$ cat config.mk
export PLATFORM = sky130hd
export DESIGN_NAME = spm_mux
export DESIGN_NICKNAME = d
export VERILOG_FILES = /design/src/spm_pkg.sv /design/src/spm_mux.sv /design/src/spm_port.sv
export VERILOG_INCLUDE_DIRS = /design/src
export SDC_FILE = /design/constraint.sdc
export NUM_CORES = 1
export LEC_CHECK = 0
export BUFFER_PORTS_ARGS = -buffer_cell sky130_fd_sc_hd__buf_2
export CAP_MARGIN = 30
export CORE_MARGIN = 2
export CORE_UTILIZATION = 45
export DETAILED_ROUTE_END_ITERATION = 12
export GPL_ROUTABILITY_DRIVEN = 0
export PLACE_DENSITY = 0.72
export SLEW_MARGIN = 10
export SYNTH_ARGS = -nofsm -noshare
export SYNTH_HDL_FRONTEND = slang
export SYNTH_SLANG_ARGS = --single-unit
$ cat constraint.sdc
create_clock -name CLK -period 2.1 [get_ports CLK]
set_clock_uncertainty 0.15 [all_clocks]
set_input_delay 0.42 -clock CLK [delete_from_list [all_inputs] [get_ports CLK]]
set_output_delay 0.42 -clock CLK [all_outputs]
set_load 0.005 [all_outputs]
$ cat src/spm_regs.svh
// register offsets, field positions and reset values of the shared pin mux
`ifndef SPM_REGS_SVH
`define SPM_REGS_SVH
`define SPM_ADDR_MUX_CTRL_A 16'h7090
`define SPM_ADDR_MUX_CTRL_B 16'h7092
`define SPM_ADDR_PORT_A 16'h7098
`define SPM_ADDR_PORT_B 16'h709a
`define SPM_ADDR_PORT_C 16'h709c
`define SPM_RST_MUX_CTRL 16'h0000
`define SPM_RST_PORT 16'h0000
`define SPM_MASK_MUX_CTRL_A 16'hff0f
`define SPM_MASK_MUX_CTRL_B 16'h00fd
`define SPM_MASK_PORT_A 16'h0f0f
`define SPM_MASK_PORT_B 16'hffff
`define SPM_MASK_PORT_C 16'hffff
`define SPM_INV_POL_C 8'h0c
`define SPM_DIR_LSB 8
`define SPM_MUXA_PORT_B_LSB 8
`define SPM_CLOCK_OUTPUT_PIN_PIN 1
`endif

$ cat src/spm_pkg.sv
// types shared by the shared pin mux files
package spm_pkg;
  typedef enum logic [1:0] {
    SPM_CLK_GPIO = 2'b00,
    SPM_CLK_SRC1 = 2'b01,
    SPM_CLK_SRC2 = 2'b10,
    SPM_CLK_SRC3 = 2'b11
  } spm_clk_sel_t;
endpackage : spm_pkg

$ cat src/spm_mux.sv
// shared pin multiplexer and general i/o for ports a, b and c
`timescale 1ns/1ps
`include "spm_regs.svh"
module spm_mux (
  input wire logic CLK, // 10 mhz core clock
  input wire logic RST_N, // async reset, active low
  input wire logic [15:0] ADDR, // data space address
  input wire logic [15:0] WDATA, // write data
  input wire logic WE, // write strobe
  input wire logic RE, // read strobe
  output logic [15:0] RDATA, // registered read data
  input wire logic [1:0] CLOCK_OUT_SELECT_FIELD, // system control register bits 7-6
  input wire logic [2:0] CLK_SRC, // the three clock output sources
  input wire logic [3:0] PA_IN, // port a pin levels
  output logic [3:0] PA_OUT, // port a pin drive
  output logic [3:0] PA_OE, // port a pin enable
  input wire logic [7:0] PB_IN, // port b pin levels
  output logic [7:0] PB_OUT, // port b pin drive
  output logic [7:0] PB_OE, // port b pin enable
  input wire logic [7:0] PC_IN, // port c pin levels
  output logic [7:0] PC_OUT, // port c pin drive
  output logic [7:0] PC_OE, // port c pin enable
  input wire logic [3:0] PA_PERIPH_OUT, // peripheral value for port a pins
  input wire logic [3:0] PA_PERIPH_OE, // peripheral enable for port a pins
  output logic [3:0] PA_TO_PERIPH, // port a levels to analog inputs
  input wire logic [7:0] PB_PERIPH_OUT, // compare outputs and timer pins
  input wire logic [7:0] PB_PERIPH_OE, // their enables
  output logic [7:0] PB_TO_PERIPH, // port b levels to peripherals
  input wire logic [7:0] PC_PERIPH_OUT, // port c peripheral values incl. cpu flag
  input wire logic [7:0] PC_PERIPH_OE, // their enables
  output logic [7:0] PC_TO_PERIPH // port c levels incl. branch input, capture
);
  // -------------------------------------------------------------
  // registers
  // -------------------------------------------------------------
  logic [15:0] mux_ctrl_a;
  logic [15:0] mux_ctrl_b;
  logic [15:0] port_a;
  logic [15:0] port_b;
  logic [15:0] port_c;
  // serial, spi and external interrupt pins have no path here
  wire hit_ma = (ADDR == `SPM_ADDR_MUX_CTRL_A);
  wire hit_mb = (ADDR == `SPM_ADDR_MUX_CTRL_B);
  wire hit_pa = (ADDR == `SPM_ADDR_PORT_A);
  wire hit_pb = (ADDR == `SPM_ADDR_PORT_B);
  wire hit_pc = (ADDR == `SPM_ADDR_PORT_C);
  wire [15:0] wmask_ma = WDATA & `SPM_MASK_MUX_CTRL_A;
  wire [15:0] wmask_mb = WDATA & `SPM_MASK_MUX_CTRL_B;
  wire [15:0] wmask_pa = WDATA & `SPM_MASK_PORT_A;
  wire [15:0] wmask_pb = WDATA & `SPM_MASK_PORT_B;
  wire [15:0] wmask_pc = WDATA & `SPM_MASK_PORT_C;
  always_ff @(posedge CLK or negedge RST_N) begin
    if (!RST_N) begin
      mux_ctrl_a <= `SPM_RST_MUX_CTRL;
      mux_ctrl_b <= `SPM_RST_MUX_CTRL;
      port_a <= `SPM_RST_PORT;
      port_b <= `SPM_RST_PORT;
      port_c <= `SPM_RST_PORT;
    end else if (WE) begin
      if (hit_ma) mux_ctrl_a <= wmask_ma;
      if (hit_mb) mux_ctrl_b <= wmask_mb;
      if (hit_pa) port_a <= wmask_pa;
      if (hit_pb) port_b <= wmask_pb;
      if (hit_pc) port_c <= wmask_pc;
    end
  end
  // -------------------------------------------------------------
  // pin selection
  // -------------------------------------------------------------
  // mux bit 1 hands the pin to the peripheral except the inverted c bits and pin c1
  wire [3:0] sel_a = mux_ctrl_a[3:0];
  wire [7:0] sel_b = mux_ctrl_a[`SPM_MUXA_PORT_B_LSB +: 8];
  wire [7:0] sel_c_raw = mux_ctrl_b[7:0] ^ `SPM_INV_POL_C;
  // pin c1 has no mux bit; it follows the clock select field instead
  spm_pkg::spm_clk_sel_t clk_sel;
  assign clk_sel = spm_pkg::spm_clk_sel_t'(CLOCK_OUT_SELECT_FIELD);
  wire c1_clk = (clk_sel != spm_pkg::SPM_CLK_GPIO);
  wire [7:0] sel_c = {sel_c_raw[7:2], c1_clk, sel_c_raw[0]};
  logic clk_src_val;
  always_comb begin
    case (clk_sel)
      spm_pkg::SPM_CLK_SRC1: clk_src_val = CLK_SRC[0];
      spm_pkg::SPM_CLK_SRC2: clk_src_val = CLK_SRC[1];
      spm_pkg::SPM_CLK_SRC3: clk_src_val = CLK_SRC[2];
      default: clk_src_val = 1'b0;
    endcase
  end
  wire [7:0] pc_pout = {PC_PERIPH_OUT[7:2], clk_src_val, PC_PERIPH_OUT[0]};
  wire [7:0] pc_poe = {PC_PERIPH_OE[7:2], 1'b1, PC_PERIPH_OE[0]};
  wire [3:0] na_out;
  wire [3:0] na_oe;
  wire [3:0] na_tp;
  wire [3:0] rd_a;
  wire [7:0] nb_out;
  wire [7:0] nb_oe;
  wire [7:0] nb_tp;
  wire [7:0] rd_b;
  wire [7:0] nc_out;
  wire [7:0] nc_oe;
  wire [7:0] nc_tp;
  wire [7:0] rd_c;
  spm_port #(.W(4)) u_port_a (
    .sel_periph(sel_a),
    .dat(port_a[3:0]),
    .dir(port_a[`SPM_DIR_LSB +: 4]),
    .periph_out(PA_PERIPH_OUT),
    .periph_oe(PA_PERIPH_OE),
    .pin_in(PA_IN),
    .next_out(na_out),
    .next_oe(na_oe),
    .next_to_periph(na_tp),
    .rd_data(rd_a)
  );
  spm_port #(.W(8)) u_port_b (
    .sel_periph(sel_b),
    .dat(port_b[7:0]),
    .dir(port_b[`SPM_DIR_LSB +: 8]),
    .periph_out(PB_PERIPH_OUT),
    .periph_oe(PB_PERIPH_OE),
    .pin_in(PB_IN),
    .next_out(nb_out),
    .next_oe(nb_oe),
    .next_to_periph(nb_tp),
    .rd_data(rd_b)
  );
  spm_port #(.W(8)) u_port_c (
    .sel_periph(sel_c),
    .dat(port_c[7:0]),
    .dir(port_c[`SPM_DIR_LSB +: 8]),
    .periph_out(pc_pout),
    .periph_oe(pc_poe),
    .pin_in(PC_IN),
    .next_out(nc_out),
    .next_oe(nc_oe),
    .next_to_periph(nc_tp),
    .rd_data(rd_c)
  );
  // -------------------------------------------------------------
  // read path
  // -------------------------------------------------------------
  // unmapped addresses read zero; illegal-address reset lives elsewhere
  wire [15:0] next_rdata =
    hit_ma ? mux_ctrl_a :
    hit_mb ? mux_ctrl_b :
    hit_pa ? {4'h0, port_a[11:8], 4'h0, rd_a} :
    hit_pb ? {port_b[15:8], rd_b} :
    hit_pc ? {port_c[15:8], rd_c} : 16'h0000;
  // -------------------------------------------------------------
  // registered outputs
  // -------------------------------------------------------------
  // outputs lag one cycle so every port leaves a flip-flop
  always_ff @(posedge CLK or negedge RST_N) begin
    if (!RST_N) begin
      RDATA <= 16'h0000;
      PA_OUT <= 4'h0;
      PA_OE <= 4'h0;
      PA_TO_PERIPH <= 4'h0;
      PB_OUT <= 8'h00;
      PB_OE <= 8'h00;
      PB_TO_PERIPH <= 8'h00;
      PC_OUT <= 8'h00;
      PC_OE <= 8'h00;
      PC_TO_PERIPH <= 8'h00;
    end else begin
      RDATA <= RE ? next_rdata : 16'h0000;
      PA_OUT <= na_out;
      PA_OE <= na_oe;
      PA_TO_PERIPH <= na_tp;
      PB_OUT <= nb_out;
      PB_OE <= nb_oe;
      PB_TO_PERIPH <= nb_tp;
      PC_OUT <= nc_out;
      PC_OE <= nc_oe;
      PC_TO_PERIPH <= nc_tp;
    end
  end
endmodule : spm_mux

$ cat src/spm_port.sv
// one general i/o port: per-pin mux between peripheral and port bit
`timescale 1ns/1ps
module spm_port #(
  parameter int W = 8
) (
  input wire logic [W-1:0] sel_periph, // 1 = peripheral owns pin
  input wire logic [W-1:0] dat, // port data bits
  input wire logic [W-1:0] dir, // 1 = output
  input wire logic [W-1:0] periph_out, // peripheral drive value
  input wire logic [W-1:0] periph_oe, // peripheral drive enable
  input wire logic [W-1:0] pin_in, // pin level
  output logic [W-1:0] next_out, // next pin value
  output logic [W-1:0] next_oe, // next pin enable
  output logic [W-1:0] next_to_periph, // next level toward peripheral
  output logic [W-1:0] rd_data // data field read back
);
  // port bits steer the pin only while general i/o is selected
  assign next_out = (sel_periph & periph_out) | (~sel_periph & dat);
  assign next_oe = (sel_periph & periph_oe) | (~sel_periph & dir);
  assign next_to_periph = sel_periph & pin_in;
  assign rd_data = (dir & dat) | (~dir & pin_in);
endmodule : spm_port

After elaboration in Yosys (flattened, before gate mapping) --
Cells that the tools add are included.
Cells by class: add/subtract/negate cells 0, multipliers 0, divide/modulo/power cells 0, magnitude comparators 0, equal/unequal tests 8, shift-type cells 0, mux-type cells 7, bitwise logic cells 37, reduce and logical (&&, ||, !) cells 6
Operators by type and width (count):
- 8-bit AND | 14
- 16-bit two-way mux | 6
- 16-bit by 15-bit equality test with 1-bit output, second input constant | 5
- 8-bit OR | 6
- 8-bit inverter | 4
- 4-bit AND | 7
- 4-bit OR | 3
- 2-bit AND reduction | 5
- 4-bit inverter | 2
- 2-bit equality test, second input constant | 2
- 1-bit case mux with 3 select lines | 1
- 2-bit by 1-bit equality test with 1-bit output, second input constant | 1
- 2-bit inverter | 1
- 2-bit nonzero test | 1
Storage, ports and cells: register bits after elaboration 135, bits in latches 0, memory bits (writable) 0, memory bits (read-only) 0, input bits 101, output and inout port bits 76, logic and storage cells 73, memories 0

Longest topological paths before layout --
depth in word-level cells 9, gate-level depth with buffers 6

Cells and area by module --
From an unflattened synthesis, not the netlist that was laid out.
Second synthesis, totals: cell total of the unflattened synthesis 403, area, all modules 5833.1 sq um
By module, submodules not included:
- spm_mux | times used 1, cells each 323, area each 4926.0 sq um, seq. area each 3378.2 sq um
- spm_port (u_port_b ...) | times used 2, cells each 32, area each 361.6 sq um, seq. area each 0.0 sq um
- spm_port (u_port_a) | times used 1, cells each 16, area each 183.9 sq um, seq. area each 0.0 sq um

Least setup slack after synthesis --
OpenSTA, ideal clock, no wires.
path kind input port to flip-flop, start point input ADDR[9], end point register port_c[10], arrival 1.895 ns, slack -0.070 ns, stages 5, path buffers 1, cells stage by stage nor4_2 > nand2_2 > nor3_4 > buf_4 > mux2_2
On the way: word-level cells in the longest chain between the ends 2
RTL lines:
- from (decl) | RTL line spm_mux.sv:7 | input wire logic [15:0] ADDR,
- 16-bit by 15-bit equality test with 1-bit output (no source line)
- 2-bit AND reduction (no source line)
- to (signal assigned) | RTL line spm_mux.sv:58 | port_c <= `SPM_RST_PORT;
- to (signal assigned) | RTL line spm_mux.sv:64 | if (hit_pc) port_c <= wmask_pc;
- to (decl) | RTL line spm_mux.sv:40 | logic [15:0] port_c;
Every way passes these cells. A chain may end at the register's enable or synchronous reset.

Worst setup path after layout --
start point input ADDR[5], end point register mux_ctrl_a[3]
On the way: word-level cells in the longest chain between the ends 2
RTL lines:
- 16-bit by 15-bit equality test with 1-bit output (no source line)
- 2-bit AND reduction (no source line)
- to (signal assigned) | RTL line spm_mux.sv:54 | mux_ctrl_a <= `SPM_RST_MUX_CTRL;
- to (signal assigned) | RTL line spm_mux.sv:60 | if (hit_ma) mux_ctrl_a <= wmask_ma;
- to (decl) | RTL line spm_mux.sv:36 | logic [15:0] mux_ctrl_a;
Every way passes these cells.

==> metrics.cfg <==
[synth]
ys_ff_latch = 135
synth_edf_count = 0
ys.flop_type = dfrtp_1
synth.distinct_cells = 50
synthCells = 383
syn_area_um2 = 5620
yosysTopAreaCell = dfrtp_1
syn_nets = 484
synth.area.top_cells = dfrtp_1, mux2_2, mux2i_1
synth_area_per_cell_um2 = 14.7
yosysSeqAreaShare_pct = 60.1
synthArstFlopShare_pct = 100
yosysMostFrequentCell = dfrtp_1
synth_top_area_share_pct = 60.1
yosys_warnings = 0
synthTopCellsByCount = dfrtp_1, mux2_2, and2_1

[grt]
track_usage_pct = 21.8
grt_max_degree = 47
overflow = 0
antenna_found_initial = 2
grt_pass1_wl_um = 21700
grt_pass1_vias = 4239

[clocking]
h-tree-depth = 4
ctsResizeCount = 0
tritoncts = done
clock-sinks = 135
cts.reportedPaths.clkPinSlew_ns = 0.06
clockBufferDepth = 2
cts_inserted_buffers = 17
cts_root_buffer = clkbuf_16
clk_latency_ns = 0.42

[finish]
final_nets = 715
fill_cells = 968
multi_input_area_um2 = 2180
seq_area_um2 = 3380
area_delta_synth_final_pct = 34.6
drive_gt1_share_pct = 58.5

[critical_path]
r2r_setup_slack_ns = 0.72
arrival_ns = 2.14
startpoint_type = input pin
endpoint = mux_ctrl_a[3]
crit_slowest_cell = or4bb_1
cpMostUsedCell = buf_4
rr_startpoint = port_b[8]
cp_slowest_stage_delay_ns = 0.53
crit_required_ns = 2.25
timing.rr.end = RDATA[0]
r2r_cells = 4
end_kind = flop
cp_cell_sequence = buf_2 > or4bb_1 > buf_4 > nor3_2 > buf_4 > mux2_2
startpoint = ADDR[5]
critPathKind = in -> reg
cp_max_fo = 7

[drt]
wl_met3_um = 1010
via_per_inst = 5.21
dr.max_layer_used = met5
wl_met2_um = 7040
drtPass1Iterations = 4
wl_per_cell_um = 18.0
vias = 4128
routed_wl_um = 14300
ant_nets = 0
drc_errors = 0
drt-met1-wl_um = 5900
drt_iter0_drc = 195

[place]
io_buffers = 174
post-place-ws_ns = -0.300
dp_hpwl_um = 10800

[power_and_ir_drop]
switching_share_pct = 21.3
p_int_uw = 4320
p_clk_share_pct = 46.9
combPwrFrac_pct = 5.4
total_power_uw = 5490
peakVddDrop_mv = 0.451
p_leak_uw = 0.00403
power.share.sequential_pct = 47.7
p_switching_uw = 1170
power_density_nw_per_um2 = 726

[timing]
finalHoldViolations = 0
grt_setup_unrepaired = no
slew_violations = 0
tightest_slew_ns = 0.382
finalSetupViolCount = 0
slew_headroom_pct = 74.3
layout_min_cycle_time_ns = 1.99
fin_crit_sh_pct = 95.0
fin_ws_ns = 0.105
fmax_mhz = 501

[min_path]
holdCritPathClass = in -> reg

[floorplan]
row_count = 40
ios = 177
start_util_pct = 46.4
die_x_um = 116
die_h_um = 116
coreArea_um2 = 12100
die_area_um2 = 13400

[run_status]
status = finished, final reports clean

[flow_run]
drv_cap = 0

[timing repair]
action                                  4_1_cts  5_1_grt
endpoints found under the setup margin        0        0
hold buffers                                  1        0
buffers inserted                              0        0
endpoints found under the hold margin        44        0
[state kept, by name, indices dropped and copies added (netlist names), 7 cells and up]
signal	count
mux_ctrl_a	12
mux_ctrl_b	7
PC_OE	8
port_c	16
PB_OUT	8
PB_TO_PERIPH	8
port_b	16
port_a	8
PC_TO_PERIPH	8
PB_OE	8
PC_OUT	8
RDATA	16
[critical path: cells and delay by family]
| kind | cells | cell delay [ns] |
|---|---|---|
| buffers and inverters | 3 | 0.53 |
| multiplexers | 1 | 0.35 |
| AND/OR/NAND/NOR | 2 | 0.82 |
[logic make-up (layout without fill, tap and decap cells)]
logic type      count (synthesis)  after routing  synth area share [%]
compound gates                 41             41                  5.28
flops                         135            135                  60.1
simple gates                   76             76                  9.93
mux                           117            117                  23.4
other cells                     0              1                     0
buf+inv                        14            255                  1.34
[metal layers]
metal / track usage (%) / vias to the layer above
met5: 0 / -
met4: 9.29 / 2
met3: 6.80 / 31
met2: 36.1 / 158
met1: 26.6 / 2045
li1: - / 1892
[through the flow]
stage          hold WS [ns]  utilization, %  area [um2]  cells  TNS [ns]
2_1_floorplan       -0.0256               -        5630    383    -0.243
5_1_grt              0.0714            62.4        7560    792         0
6_report             0.0759            62.5        7560    793         0
3_3_place_gp          0.136            58.2        7050    762    -11.46
4_1_cts              0.0580            62.4        7560    792         0
3_5_place_dp          0.136            58.2        7050    762    -13.30
[power by group through the flow]
stage	Combinational [uW]	Clock (uW)	Sequential, uW
after floorplan	71.1	0	2660
after global placement	291	0	2660
after detailed placement	300	0	2660
after CTS	303	2630	2620
after global routing	330	2740	2620
final	297	2580	2620
[layout make-up]
| type | instances | share of cell area [%] |
|---|---|---|
| multi-input combinational | 234 | 28.8 |
| clock buffer | 24 | 6.37 |
| timing repair buffer | 225 | 17.0 |
| clock inverter | 5 | 0.331 |
| sequential | 135 | 44.7 |
| tap | 168 | 2.78 |
| antenna | 1 | 0.0331 |
| inverter | 1 | 0.0496 |
[placed cells by master (no fill, tap or decap), types with 2 or more instances in the layout]
cell,instances
a2111oi_0,2
a211oi_1,2
a21oi_1,5
a221o_1,4
a22oi_1,4
a31oi_1,3
a32oi_1,2
and2_1,17
and3_1,4
buf_12,2
buf_2,173
buf_4,48
clkbuf_1,4
clkbuf_16,17
clkbuf_8,3
clkinv_2,5
dfrtp_1,135
mux2_2,102
mux2i_1,13
nand2_1,7
nand2b_1,4
nand3_1,3
nand4bb_1,2
nor2_1,4
nor2b_1,6
nor3_1,3
nor3_4,3
nor4_1,4
nor4_4,3
o21ai_0,6
o22ai_1,5
o2bb2ai_1,4
or3_1,2
or4_1,2
[how the worst min path moves through the flow]
stage,slack [ns],endpoint,from,cells past startpoint
after floorplan,-0.03,PA_OE[0],RST_N,0
after global placement,0.14,PB_TO_PERIPH[7],RST_N,1
after detailed placement,0.14,PB_TO_PERIPH[7],RST_N,1
after CTS,0.06,PB_TO_PERIPH[4],PB_IN[4],2
after global routing,0.07,PB_TO_PERIPH[2],PB_IN[2],2
final,0.08,PC_TO_PERIPH[0],PC_IN[0],2
No activity file was read; power rests on OpenSTA's default activity.
